### config.mk
export PLATFORM = sky130hd
export DESIGN_NAME = smrc_device_flat
export DESIGN_NICKNAME = d
export VERILOG_FILES = /design/src/rtl/smrc_pkg.sv /design/src/rtl/smrc_if.sv /design/src/rtl/smrc_device.sv /design/src/flat_wrapper.sv
export VERILOG_INCLUDE_DIRS = /design/src /design/src/rtl
export SDC_FILE = /design/constraint.sdc
export NUM_CORES = 1
export LEC_CHECK = 0
export BUFFER_PORTS_ARGS = -buffer_cell sky130_fd_sc_hd__buf_2
export CAP_MARGIN = 25
export CELL_PAD_IN_SITES_DETAIL_PLACEMENT = 0
export CELL_PAD_IN_SITES_GLOBAL_PLACEMENT = 1
export CORE_ASPECT_RATIO = 1.4
export CORE_MARGIN = 2
export CORE_UTILIZATION = 45
export CTS_BUF_LIST = sky130_fd_sc_hd__clkbuf_16
export DETAILED_ROUTE_END_ITERATION = 6
export GPL_ROUTABILITY_DRIVEN = 0
export GPL_TIMING_DRIVEN = 1
export HOLD_SLACK_MARGIN = 0.15
export MAX_ROUTING_LAYER = met4
export PLACE_DENSITY = 0.85
export SLEW_MARGIN = 25
export SYNTH_ARGS = -nofsm -noshare
export SYNTH_HDL_FRONTEND = slang
export SYNTH_SLANG_ARGS = --single-unit
### constraint.sdc
create_clock -name sys_clk -period 4.18 [get_ports sys_clk]
set_input_delay 0.418 -clock sys_clk [delete_from_list [all_inputs] [get_ports sys_clk]]
set_output_delay 0.418 -clock sys_clk [all_outputs]
set_load 0.02 [all_outputs]
### src/rtl/smrc_defines.svh
/*
 Constants for the mode register configuration pair:
 register select codes, field positions, reset values and timing counts.
 Assumes inclusion by bare name from the device, controller, checker and testbench files.
*/
// Operation
// Controller keeps test mode bit at zero
// DLL reset bit clears itself after reset
// Controller waits lock time after DLL reset
// Write recovery field times write autoprecharge
// Write recovery no less than ceiling time/period
// A12 selects slow or fast power-down exit
// Second register write uses bank code 001
// Bank bits 1:0 select register, bit2 low
// Second register reserved bits driven zero
// Third register reserved bits driven zero
// DLL off in self refresh, back after
// Clock enable held high during lock time
// Writes need DLL only with write termination
// DLL-off: nominal termination off or pin low
// DLL-off: write termination bits set zero
// Driver impedance from A1 and A5
// Write termination applies even nominal off
// Additive latency delays commands; latency sums
// A4:A3 decode additive latency; 11 reserved
// Output disable bit disconnects data drivers
// Strobe bit swaps data mask for termination
// Strobe bit zero on non-eight-bit parts
// Latch only selected register on mode set
`ifndef SMRC_DEFINES_SVH
`define SMRC_DEFINES_SVH

`define SMRC_SEL_FIRST 2'h0
`define SMRC_SEL_SECOND 2'h1
`define SMRC_SEL_THIRD 2'h2
`define SMRC_SEL_FOURTH 2'h3
`define SMRC_MR_RESET 16'h0000
// First register fields
`define SMRC_F0_TEST 7
`define SMRC_F0_DLLRST 8
`define SMRC_F0_WR_LO 9
`define SMRC_F0_WR_HI 11
`define SMRC_F0_PPD 12
`define SMRC_F0_CL_LO 4
`define SMRC_F0_CL_HI 6
// Second register fields
`define SMRC_F1_DLLDIS 0
`define SMRC_F1_DIC0 1
`define SMRC_F1_DIC1 5
`define SMRC_F1_RTT0 2
`define SMRC_F1_RTT1 6
`define SMRC_F1_RTT2 9
`define SMRC_F1_AL_LO 3
`define SMRC_F1_AL_HI 4
`define SMRC_F1_WLVL 7
`define SMRC_F1_TSTRB 11
`define SMRC_F1_QOFF 12
`define SMRC_F1_RSVD 16'hE500
// Third register fields and the fourth register reserved mask
`define SMRC_F2_CWL_LO 3
`define SMRC_F2_CWL_HI 4
`define SMRC_F2_RTTWR_LO 9
`define SMRC_F2_RTTWR_HI 10
`define SMRC_F2_RSVD 16'hF920
`define SMRC_F3_RSVD 16'hFFF8
// Write recovery code map: code 0 means 16 cycles, 1..7 map to 5..11
`define SMRC_WR_BASE 5'h04
`define SMRC_WR_MAX 5'h10
// Timing figures in ns and the cycle counts at 100 ns per cycle
`define SMRC_TCK_NS 100
`define SMRC_TWR_NS 15
`define SMRC_WR_MIN ((`SMRC_TWR_NS + `SMRC_TCK_NS - 1) / `SMRC_TCK_NS)
`define SMRC_DLLK_CYC 512
`define SMRC_XP_CYC 3
`define SMRC_XPDLL_CYC 10
`define SMRC_TRP_CYC 5
`define SMRC_AL_RSVD 2'h3
// Latency field offsets: field value plus base gives cycles
`define SMRC_CL_BASE 5'h04
`define SMRC_CWL_BASE 5'h05
// Controller register offsets on the configuration bus
`define SMRC_A_CMD 12'h000
`define SMRC_A_STAT 12'h004
`define SMRC_A_CFG 12'h008

`endif

### src/rtl/smrc_pkg.sv
/*
 Types for the mode register link; only the device end uses them.
 Assumes smrc_defines.svh for all numbers.
*/
package smrc_pkg;
    typedef enum logic [1:0] {
        SMRC_AL_OFF,
        SMRC_AL_CL1,
        SMRC_AL_CL2,
        SMRC_AL_BAD
    } smrc_al_t;
    typedef enum logic [2:0] {
        SMRC_CMD_NOP,
        SMRC_CMD_MRS,
        SMRC_CMD_SRE,
        SMRC_CMD_SRX,
        SMRC_CMD_PDE,
        SMRC_CMD_PDX,
        SMRC_CMD_WRA
    } smrc_cmd_t;
endpackage

### src/rtl/smrc_if.sv
/*
 Command pins between controller and device, plus the device's pin
 level answers. Assumes one shared sys_clk.
*/
`timescale 1ns/1ps
interface smrc_if (
    input wire logic sys_clk
);
    logic cs_n;
    logic ras_n;
    logic cas_n;
    logic we_n;
    logic cke;
    logic die_termination_ctrl;
    logic [2:0] bank_sel;
    logic [15:0] addr;
    logic cmd_ready;

    modport ctrl (
        output cs_n, ras_n, cas_n, we_n, cke, die_termination_ctrl,
        output bank_sel, addr,
        input cmd_ready
    );
    modport dev (
        input cs_n, ras_n, cas_n, we_n, cke, die_termination_ctrl,
        input bank_sel, addr,
        output cmd_ready
    );
endinterface

### src/rtl/smrc_device.sv
/*
 Device end: decodes the mode set command, holds the four mode registers
 and derives the settings the data path uses.
 Assumes command pins synchronous to sys_clk and a legal controller.
*/
// Local design decisions: the APB register port and the address map.
`timescale 1ns/1ps
`include "smrc_defines.svh"
module smrc_device (
    input wire logic sys_clk,
    input wire logic reset_n,
    smrc_if.dev link,
    output logic [15:0] first_mode_register,
    output logic [15:0] second_mode_register,
    output logic [15:0] third_mode_register,
    output logic [15:0] fourth_mode_register,
    output logic dll_running,
    output logic dll_locked,
    output logic self_refresh,
    output logic [4:0] additive_latency,
    output logic [4:0] total_read_latency,
    output logic [4:0] total_write_latency,
    output logic [4:0] autoprecharge_write_delay,
    output logic [4:0] pd_exit_delay,
    output logic [1:0] drive_strength,
    output logic [2:0] nominal_term,
    output logic [1:0] write_term,
    output logic write_dll_needed,
    output logic outputs_off,
    output logic data_mask_en,
    output logic termination_strobe_en
);
    logic cmd_mrs;
    logic cmd_sre;
    logic cmd_srx;
    logic [4:0] cl;
    logic [4:0] write_column_latency;
    logic [4:0] wr;
    logic [4:0] next_al;
    logic [9:0] lock_cnt;
    logic [15:0] m0;
    logic [15:0] m1;
    logic [15:0] m2;

    // Command decode; self refresh uses clock enable edges
    assign cmd_mrs = link.cke && !link.cs_n && !link.ras_n && !link.cas_n
                     && !link.we_n;
    assign cmd_sre = !link.cke && !self_refresh && !link.cs_n
                     && !link.ras_n && !link.cas_n && link.we_n;
    assign cmd_srx = link.cke && self_refresh;
    assign link.cmd_ready = 1'b1;
    assign m0 = first_mode_register;
    assign m1 = second_mode_register;
    assign m2 = third_mode_register;

    // Mode register latch; DLL reset bit clears itself next cycle
    always_ff @(posedge sys_clk or negedge reset_n) begin
        if (!reset_n) begin
            first_mode_register <= `SMRC_MR_RESET;
            second_mode_register <= `SMRC_MR_RESET;
            third_mode_register <= `SMRC_MR_RESET;
            fourth_mode_register <= `SMRC_MR_RESET;
        end else if (cmd_mrs) begin
            unique case (link.bank_sel[1:0])
                `SMRC_SEL_FIRST: first_mode_register <= link.addr;
                `SMRC_SEL_SECOND: second_mode_register <= link.addr;
                `SMRC_SEL_THIRD: third_mode_register <= link.addr;
                `SMRC_SEL_FOURTH: fourth_mode_register <= link.addr;
            endcase
        end else if (first_mode_register[`SMRC_F0_DLLRST]) begin
            first_mode_register[`SMRC_F0_DLLRST] <= 1'b0;
        end
    end

    // Self refresh state
    always_ff @(posedge sys_clk or negedge reset_n) begin
        if (!reset_n) begin
            self_refresh <= 1'b0;
        end else if (cmd_sre) begin
            self_refresh <= 1'b1;
        end else if (cmd_srx) begin
            self_refresh <= 1'b0;
        end
    end

    // DLL runs when enabled, stops in self refresh and precharge
    // power-down with slow exit; a reset restarts the lock count
    always_ff @(posedge sys_clk or negedge reset_n) begin
        if (!reset_n) begin
            dll_running <= 1'b0;
            dll_locked <= 1'b0;
            lock_cnt <= 10'h000;
        end else begin
            dll_running <= !m1[`SMRC_F1_DLLDIS] && !self_refresh
                           && (link.cke || m0[`SMRC_F0_PPD]);
            if (m0[`SMRC_F0_DLLRST]) begin
                lock_cnt <= 10'h000;
                dll_locked <= 1'b0;
            end else if (!dll_running) begin
                dll_locked <= 1'b0;
            end else if (lock_cnt == 10'(`SMRC_DLLK_CYC - 1)) begin
                dll_locked <= 1'b1;
            end else begin
                lock_cnt <= lock_cnt + 10'h001;
            end
        end
    end

    // Latency decode from register fields
    always_comb begin
        cl = 5'(m0[`SMRC_F0_CL_HI:`SMRC_F0_CL_LO]) + `SMRC_CL_BASE;
        write_column_latency = 5'(m2[`SMRC_F2_CWL_HI:`SMRC_F2_CWL_LO]) + `SMRC_CWL_BASE;
        if (m0[`SMRC_F0_WR_HI:`SMRC_F0_WR_LO] == 3'h0) begin
            wr = `SMRC_WR_MAX;
        end else begin
            wr = 5'(m0[`SMRC_F0_WR_HI:`SMRC_F0_WR_LO]) + `SMRC_WR_BASE;
        end
        unique case (smrc_pkg::smrc_al_t'(m1[`SMRC_F1_AL_HI:`SMRC_F1_AL_LO]))
            smrc_pkg::SMRC_AL_OFF: next_al = 5'h00;
            smrc_pkg::SMRC_AL_CL1: next_al = cl - 5'h01;
            smrc_pkg::SMRC_AL_CL2: next_al = cl - 5'h02;
            smrc_pkg::SMRC_AL_BAD: next_al = 5'h00;
        endcase
    end

    // Registered settings for the data path
    always_ff @(posedge sys_clk or negedge reset_n) begin
        if (!reset_n) begin
            additive_latency <= 5'h00;
            total_read_latency <= 5'h00;
            total_write_latency <= 5'h00;
            autoprecharge_write_delay <= 5'h00;
            pd_exit_delay <= 5'h00;
        end else begin
            additive_latency <= next_al;
            total_read_latency <= next_al + cl;
            total_write_latency <= next_al + write_column_latency;
            autoprecharge_write_delay <= wr + 5'(`SMRC_TRP_CYC);
            pd_exit_delay <= m0[`SMRC_F0_PPD] ? 5'(`SMRC_XP_CYC)
                             : 5'(`SMRC_XPDLL_CYC);
        end
    end

    // Termination, driver and pin function settings
    always_ff @(posedge sys_clk or negedge reset_n) begin
        if (!reset_n) begin
            drive_strength <= 2'h0;
            nominal_term <= 3'h0;
            write_term <= 2'h0;
            write_dll_needed <= 1'b0;
            outputs_off <= 1'b0;
            data_mask_en <= 1'b1;
            termination_strobe_en <= 1'b0;
        end else begin
            drive_strength <= {m1[`SMRC_F1_DIC1], m1[`SMRC_F1_DIC0]};
            nominal_term <= {m1[`SMRC_F1_RTT2], m1[`SMRC_F1_RTT1],
                             m1[`SMRC_F1_RTT0]};
            write_term <= m1[`SMRC_F1_WLVL] ? 2'h0
                          : m2[`SMRC_F2_RTTWR_HI:`SMRC_F2_RTTWR_LO];
            write_dll_needed <= !m1[`SMRC_F1_WLVL]
                                && (m2[`SMRC_F2_RTTWR_HI:`SMRC_F2_RTTWR_LO]
                                != 2'h0);
            outputs_off <= m1[`SMRC_F1_QOFF];
            data_mask_en <= !m1[`SMRC_F1_TSTRB];
            termination_strobe_en <= m1[`SMRC_F1_TSTRB];
        end
    end
endmodule

### src/flat_wrapper.sv
// flat-port wrapper written by rule: the top's interface ports become plain ports
module smrc_device_flat 
  (sys_clk, reset_n, first_mode_register, second_mode_register, third_mode_register, fourth_mode_register, dll_running, dll_locked, self_refresh, additive_latency, total_read_latency, total_write_latency, autoprecharge_write_delay, pd_exit_delay, drive_strength, nominal_term, write_term, write_dll_needed, outputs_off, data_mask_en, termination_strobe_en, link_cs_n, link_ras_n, link_cas_n, link_we_n, link_cke, link_die_termination_ctrl, link_bank_sel, link_addr, link_cmd_ready);
  smrc_if link_i (.sys_clk(sys_clk));
  input wire logic sys_clk;
  input wire logic reset_n;
  output logic [15:0] first_mode_register;
  output logic [15:0] second_mode_register;
  output logic [15:0] third_mode_register;
  output logic [15:0] fourth_mode_register;
  output logic dll_running;
  output logic dll_locked;
  output logic self_refresh;
  output logic [4:0] additive_latency;
  output logic [4:0] total_read_latency;
  output logic [4:0] total_write_latency;
  output logic [4:0] autoprecharge_write_delay;
  output logic [4:0] pd_exit_delay;
  output logic [1:0] drive_strength;
  output logic [2:0] nominal_term;
  output logic [1:0] write_term;
  output logic write_dll_needed;
  output logic outputs_off;
  output logic data_mask_en;
  output logic termination_strobe_en;
  input wire logic [$bits(link_i.cs_n)-1:0] link_cs_n;
  input wire logic [$bits(link_i.ras_n)-1:0] link_ras_n;
  input wire logic [$bits(link_i.cas_n)-1:0] link_cas_n;
  input wire logic [$bits(link_i.we_n)-1:0] link_we_n;
  input wire logic [$bits(link_i.cke)-1:0] link_cke;
  input wire logic [$bits(link_i.die_termination_ctrl)-1:0] link_die_termination_ctrl;
  input wire logic [$bits(link_i.bank_sel)-1:0] link_bank_sel;
  input wire logic [$bits(link_i.addr)-1:0] link_addr;
  output wire logic [$bits(link_i.cmd_ready)-1:0] link_cmd_ready;
  assign link_i.cs_n = link_cs_n;
  assign link_i.ras_n = link_ras_n;
  assign link_i.cas_n = link_cas_n;
  assign link_i.we_n = link_we_n;
  assign link_i.cke = link_cke;
  assign link_i.die_termination_ctrl = link_die_termination_ctrl;
  assign link_i.bank_sel = link_bank_sel;
  assign link_i.addr = link_addr;
  assign link_cmd_ready = link_i.cmd_ready;
  smrc_device u_core (.sys_clk(sys_clk), .reset_n(reset_n), .link(link_i), .first_mode_register(first_mode_register), .second_mode_register(second_mode_register), .third_mode_register(third_mode_register), .fourth_mode_register(fourth_mode_register), .dll_running(dll_running), .dll_locked(dll_locked), .self_refresh(self_refresh), .additive_latency(additive_latency), .total_read_latency(total_read_latency), .total_write_latency(total_write_latency), .autoprecharge_write_delay(autoprecharge_write_delay), .pd_exit_delay(pd_exit_delay), .drive_strength(drive_strength), .nominal_term(nominal_term), .write_term(write_term), .write_dll_needed(write_dll_needed), .outputs_off(outputs_off), .data_mask_en(data_mask_en), .termination_strobe_en(termination_strobe_en));
endmodule
==> results of run 1 <==
worst min-delay path by stage:
stage | start | end | slack [ps] | cells past startpoint
2_1_floorplan | reset_n | u_core.additive_latency[0]$_DFF_PN0_ | 120 | 0
3_3_place_gp | u_core.second_mode_register[5]$_DFFE_PN0P_ | u_core.drive_strength[1]$_DFF_PN0_ | 380 | 0
3_5_place_dp | u_core.second_mode_register[5]$_DFFE_PN0P_ | u_core.drive_strength[1]$_DFF_PN0_ | 390 | 0
4_1_cts | reset_n | u_core.autoprecharge_write_delay[4]$_DFF_PN0_ | 240 | 1
5_1_grt | link_cke | u_core.self_refresh$_DFFE_PN0P_ | 250 | 2
6_report | link_cke | u_core.self_refresh$_DFFE_PN0P_ | 250 | 2
cell type report:
cell class / count / area (um^2) / area share [%]
inverter: 14 / 52.6 / 0.930
tap: 135 / 169 / 2.99
sequential: 110 / 2750 / 48.7
clock buffer: 9 / 225 / 3.99
multi-input combinational: 180 / 1710 / 30.2
clock inverter: 7 / 73.8 / 1.31
timing repair buffer: 127 / 668 / 11.8
metal layers:
metal | global-route usage (%) | wire [um] | vias to the layer above
li1 | - | - | 1344
met1 | 22.0 | 3850 | 1423
met2 | 28.7 | 4730 | 81
met4 | 8.40 | 193 | 0
met5 | - | 0 | -
met3 | 2.32 | 306 | 12
power by group:
| group | total, uW | switching [uW] | leakage [uW] | internal [uW] |
|---|---|---|---|---|
| Combinational | 734 | 431 | 0.00155 | 303 |
| Sequential | 1370 | 126 | 0.00143 | 1250 |
| Clock | 843 | 377 | 0.000136 | 465 |
registers in the layout (all words and copies together), names as in the netlist, 2 cells and up:
| register | count |
|---|---|
| u_core.first_mode_register | 16 |
| u_core.fourth_mode_register | 16 |
| u_core.second_mode_register | 16 |
| u_core.third_mode_register | 16 |
| u_core.lock_cnt | 10 |
| u_core.autoprecharge_write_delay | 5 |
| u_core.total_read_latency | 5 |
| u_core.total_write_latency | 5 |
| u_core.additive_latency | 4 |
| u_core.nominal_term | 3 |
| u_core.pd_exit_delay | 3 |
| u_core.drive_strength | 2 |
| u_core.write_term | 2 |
worst register-to-register path: cells and delay by family (launching register included):
family	cells	cell delay [ps]
XOR/XNOR	2	280
AO/OA/AOI/OAI	3	760
buffers and inverters	1	140
adder cells (fa/ha/maj)	2	610
flip-flops	1	490
cell usage in the layout, fill, tap and decap left out, types with 3 or more instances in the layout:
master / n
xnor2_1: 6
conb_1: 5
and4_1: 3
mux2_2: 33
buf_2: 123
clkinvlp_4: 3
a21o_1: 6
nor3_1: 5
a21oi_1: 8
inv_1: 14
ha_1: 14
dfrtp_1: 109
nor2_1: 16
o22ai_1: 4
nor2b_1: 3
mux2_4: 30
clkbuf_16: 9
nand2_1: 6
mux2i_1: 3
xor2_1: 6
through the flow:
| stage | instances | total power (uW) | setup slack, ps | instance area (um^2) |
|---|---|---|---|---|
| 6_report | 582 | 2950 | 1820 | 5650 |
| 5_1_grt | 582 | 3110 | 1650 | 5650 |
| 4_1_cts | 580 | 2980 | 1830 | 5610 |
| 3_5_place_dp | 564 | 2130 | 1840 | 5310 |
| 3_3_place_gp | 564 | 2110 | 1910 | 5310 |
| 2_1_floorplan | 318 | 1860 | 1970 | 4620 |
cells by family after synthesis:
kind of cell	share of synthesized area (%)
and+or+nand+nor	6.63
muxes	18.5
adders and majority gates	4.89
DFF	59.8
AOI/OAI and AO/OA	4.37
other	0.163
buffers and inverters	3.42
xor gates and xnor gates	2.28
==> metrics.md, run 1 <==
| Metric | Value |
|---|---|
| Cell count along the critical path | 8 |
| Post_cts resized | 0 |
| Period utilization | a little under three fifths |
| Syn avg cell area | 14.6 um^2 |
| Worst path required time | between 4000 and 5000 ps |
| # IOs | between 100 and 150 |
| Setup crit start kind | flop |
| Routed wire per std cell | around 16 um |
| Clock Skews | around 3.5 ps |
| # fillers | 843 |
| Global-route wire length before repair | between 10000 and 15000 um |
| Number of synthesized flops with an enable pin | 0 |
| Syn. warnings | 0 |
| Worst path slowest cell | dfrtp_1 |
| Share of the synthesized area in the top cell type | between 50% and 60% |
| Crit. End Element | flop |
| Setup violators final | 0 |
| Die height | ~120 um |
| Cell leakage power | a little over 0.003 uW |
| Unique masters post-synth | 46 |
| Initial DRC Count | 123 |
| CP top delay family | compound AO/OA/AOI/OAI gates |
| Num CTS Buffers | 9 |
| Critical path cell sequence | inv_1 > ha_1 > o22ai_1 > ha_1 > a21o_1 > a21oi_1 > xnor2_1 > xnor2_1 |
| Crit path max fanout | 7 |
| Slew Limit Headroom | between 60% and 70% |
| DRT Wirelength | ~9100 um |
| Grt ovf | 0 |
| H-tree depth | 3 |
| Commonest cells in the netlist | dfrtp_1, mux2_2, mux2_4 |
| # DRC | 0 |
| Initial Util | between 40% and 50% |
| Vias in the first global route | about 2800 |
| Crit path to | u_core.total_write_latency[3]$_DFF_PN0_ |
| TNS Setup | 0 ps |
| Cell taking the most area after synthesis | dfrtp_1 |
| Max_cap viols | 0 |
| CTS Sinks | between 100 and 150 |
| Total core area | between 9000 and 10000 um^2 |
| Reg-to-Reg Start | u_core.first_mode_register[5]$_DFFE_PN0P_ |
| First drt pass iteration count | 4 |
| Clock Pin Slew Worst Setup and Hold Paths | 70 ps |
| Worst Path Arrival | about 2600 ps |
| Detail Route Antenna Nets | 0 |
| RSZ-0062 raised after global routing | no |
| Largest net degree at the start of global routing | between 70 and 80 |
| Root buf cell | clkbuf_16 |
| Post-route minimum period | around 2400 ps |
| Status | finished clean |
| PwrDens | 522 nW/um^2 |
| Max stage delay on crit path | approximately 500 ps |
| Fin. max-slew vios | 0 |
| Layout net count | about 490 |
| # port buffers | between 100 and 150 |
| CP bufs+invs | 1 |
| Async SR Flop Fraction | between 90% and 100% |
| Die Width | 89.5 um |
| Top-count cell post-synth | dfrtp_1 |
| # Post-CTS Setup Buffers | 0 |
| Worst Setup SP | u_core.first_mode_register[5]$_DFFE_PN0P_ |
| DIE AREA | around 11000 um^2 |
| Final Hold Violating Endpoints | 0 |
| Main synth FF type | dfrtp_1 |
| Worst VDD drop | approximately 230 uV |
| Area Growth Syn to Fin | 22.6% |
| Register bit total from synthesis | 110 |
| Post-synthesis sequential area ratio | 59.8% |
| Reg2reg end | u_core.total_write_latency[3]$_DFF_PN0_ |
| Antenna cells | 0 |
| Vias after detailed routing | 2860 |
| Post-cts hold buffer count | 0 |
| Post-DP HPWL | 6470 um |
| Hold slack | ~250 ps |
| Reg2reg path depth | 8 |
| Synth area leaders | dfrtp_1, mux2_4, mux2_2, ha_1, nor2_1 |
| Slew @ Worst Pin | about 510 ps |
| Vias/cell | roughly 5 |
| Initial antenna violation count | 0 |
| Max Fclk | approximately 420 MHz |
| R2r setup slk | 1820 ps |
| Total GRT Usage | 17.7% |
| Share of cells above drive strength 1 | between 40% and 50% |
| Crit Path Class | reg2reg |
| TritonCTS clock tree | done |
| Max Buffers Root-to-Sink | 2 |
| Final Core Density | 56.8% |
| Site row count | 43 |
| Worst hold path class | in2reg |
| Mapped Area | between 4000 and 5000 um^2 |
| Clock Latency Late Sink | 340 ps |
| Mapped Cells | between 300 and 400 |
Note: power is estimated with default switching activity, not from simulation.
==> inputs of run 2 (changes only) <==
--- a/config.mk
+++ b/config.mk
@@ -12,14 +12,14 @@
 export CELL_PAD_IN_SITES_GLOBAL_PLACEMENT = 1
 export CORE_ASPECT_RATIO = 1.4
 export CORE_MARGIN = 2
-export CORE_UTILIZATION = 45
+export CORE_UTILIZATION = 42
 export CTS_BUF_LIST = sky130_fd_sc_hd__clkbuf_16
 export DETAILED_ROUTE_END_ITERATION = 6
 export GPL_ROUTABILITY_DRIVEN = 0
 export GPL_TIMING_DRIVEN = 1
 export HOLD_SLACK_MARGIN = 0.15
 export MAX_ROUTING_LAYER = met4
-export PLACE_DENSITY = 0.85
+export PLACE_DENSITY = 0.8
 export SLEW_MARGIN = 25
 export SYNTH_ARGS = -nofsm -noshare
 export SYNTH_HDL_FRONTEND = slang
==> constraint.sdc (replaced) <==
create_clock -name sys_clk -period 2.4 [get_ports sys_clk]
set_input_delay 0.24 -clock sys_clk [delete_from_list [all_inputs] [get_ports sys_clk]]
set_output_delay 0.24 -clock sys_clk [all_outputs]
set_load 0.02 [all_outputs]
==> metrics.md, run 2 (same netlist as run 1, synthesis figures left out) <==
| Metric | Value |
|---|---|
| Largest net degree at the start of global routing | 82 (+6.5%) |
| DRT Wirelength | 9150 um (+0.75%) |
| Die height | 128 um (+3.4%) |
| # IOs | 131 (unchanged) |
| Post-cts hold buffer count | 2 (+2) |
| Post_cts resized | 0 (unchanged) |
| Total core area | 10800 um^2 (+8.0%) |
| Fin. max-slew vios | 0 (unchanged) |
| Worst Setup SP | u_core.first_mode_register[4]$_DFFE_PN0P_ |
| Clock Latency Late Sink | 340 ps (about the same) |
| Crit Path Class | reg2reg |
| Max Fclk | 453 MHz (+7.0%) |
| Global-route wire length before repair | 14700 um (+2.4%) |
| Area Growth Syn to Fin | 22.8% |
| Hold slack | 159 ps (-95.6 ps) |
| Worst Path Arrival | 2480 ps (-150 ps) |
| RSZ-0062 raised after global routing | no |
| First drt pass iteration count | 4 (unchanged) |
| Reg-to-Reg Start | u_core.first_mode_register[4]$_DFFE_PN0P_ |
| Initial Util | 42.9% (-3.4 points) |
| Num CTS Buffers | 9 (unchanged) |
| Cells after DPL | 573 (+1.6%) |
| Vias after detailed routing | 2829 (-1.1%) |
| Crit path max fanout | 5 (-2) |
| Vias in the first global route | 2836 (+2.3%) |
| Worst hold path class | in2reg |
| Max_cap viols | 0 (unchanged) |
| # port buffers | 124 (unchanged) |
| Setup crit start kind | flop |
| PwrDens | 904 nW/um^2 (+73%) |
| # DRC | 0 (unchanged) |
| Period utilization | 92.0% (+35 points) |
| Setup violators final | 0 (unchanged) |
| Dpl cell area | 5360 um^2 (+0.80%) |
| Initial antenna violation count | 0 (unchanged) |
| Total GRT Usage | 16.6% (-1.2 points) |
| TritonCTS clock tree | done |
| Layout net count | 488 (+0.62%) |
| Commonest non-fill, non-tap cell in the layout | buf_2 |
| Detail Route Antenna Nets | 0 (unchanged) |
| TNS Setup | 0 ps (unchanged) |
| Share of cells above drive strength 1 | 46.9% (-0.31 points) |
| Status | finished clean |
| Post-DP HPWL | 6450 um (-0.34%) |
| # fillers | 951 (+13%) |
| Worst path required time | 2670 ps (-1780 ps) |
| Final Hold Violating Endpoints | 0 (unchanged) |
| Root buf cell | clkbuf_16 |
| Worst path slowest cell | dfrtp_1 |
| Vias/cell | 4.79 (-2.6%) |
| Critical path cell sequence | inv_1 > ha_1 > o22ai_1 > ha_1 > a21o_1 > a21oi_1 > xnor2_1 > xnor2_1 |
| Routed wire per std cell | 15.5 um (-0.79%) |
| Antenna cells | 0 (unchanged) |
| Crit. End Element | flop |
| Post-route minimum period | 2210 ps (-154 ps) |
| Cell leakage power | 0.00313 uW (+0.69%) |
| Die Width | 92.5 um (+3.4%) |
| Clock Skews | 6.18 ps (+2.70 ps) |
| Clock Pin Slew Worst Setup and Hold Paths | 70 ps (about the same) |
| Most frequent cells in the layout | buf_2, dfrtp_1, mux2_2 |
| Hold Crit Start | link_we_n |
| Worst VDD drop | 457 uV (+97%) |
| Initial DRC Count | 95 (-23%) |
| H-tree depth | 3 (unchanged) |
| Max stage delay on crit path | 410 ps (-80 ps) |
| # Post-CTS Setup Buffers | 0 (unchanged) |
| Site row count | 45 (+4.7%) |
| Grt ovf | 0 (unchanged) |
| Final std cells w/o fill | 591 (+1.5%) |
| Final Core Density | 52.6% (-4.2 points) |
| Finished Cell Area | 5660 um^2 (+0.13%) |
| CTS Sinks | 110 (unchanged) |
| Max Buffers Root-to-Sink | 2 (unchanged) |
| DIE AREA | 11800 um^2 (+6.9%) |
[run 2: where the power goes]
group | internal (uW) | switching, uW | leakage (uW)
clock network | 793 | 641 | 0.000145
logic | 538 | 762 | 0.00156
registers | 2170 | 212 | 0.00143
[run 2: per-layer routing]
metal | GRT usage (%) | share of wire, % | routed length, um
met3 | 3.59 | 4.0 | 369
met2 | 26.5 | 51 | 4700
met4 | 5.88 | 1.9 | 173
met5 | - | 0 | 0
met1 | 20.9 | 43 | 3900
[run 2: worst max-delay path: cells and delay by family (launching register included)]
kind | cells | cell delay, ps
compound gates | 3 | 730
xor+xnor | 2 | 280
fa+ha+maj | 2 | 630
buf+inv | 1 | 90
flops | 1 | 410
[run 2: metrics by stage]
step                      power, uW  setup slack (ps)
after CTS                      5160               161
after detailed placement       3720               179
after floorplan                3250               189
after global routing           5380              32.2
final                          5110               192
after global placement         3690               251
[run 2: area by class of cell]
cell class / count / area, um^2 / share of cell area, %
Clock buffer: 9 / 225 / 3.98
Clock inverter: 7 / 56.3 / 0.995
Inverter: 14 / 52.6 / 0.929
Multi-Input combinational cell: 180 / 1710 / 30.2
Sequential cell: 110 / 2750 / 48.7
Tap cell: 141 / 176 / 3.12
Timing Repair Buffer: 130 / 686 / 12.1
[run 2: path summary, 6_finish.rpt]
kind	depth (start not counted)	slack (ps)	end
setup / recovery	8	190	u_core.total_write_latency[3]$_DFF_PN0_
hold / removal	3	160	u_core.self_refresh$_DFFE_PN0P_
setup reg to reg	8	190	u_core.total_write_latency[3]$_DFF_PN0_
hold reg to reg	0	410	u_core.outputs_off$_DFF_PN0_
max in group asynchronous	3	1240	u_core.data_mask_en$_DFF_PN1_
min in group asynchronous	2	390	u_core.fourth_mode_register[1]$_DFFE_PN0P_
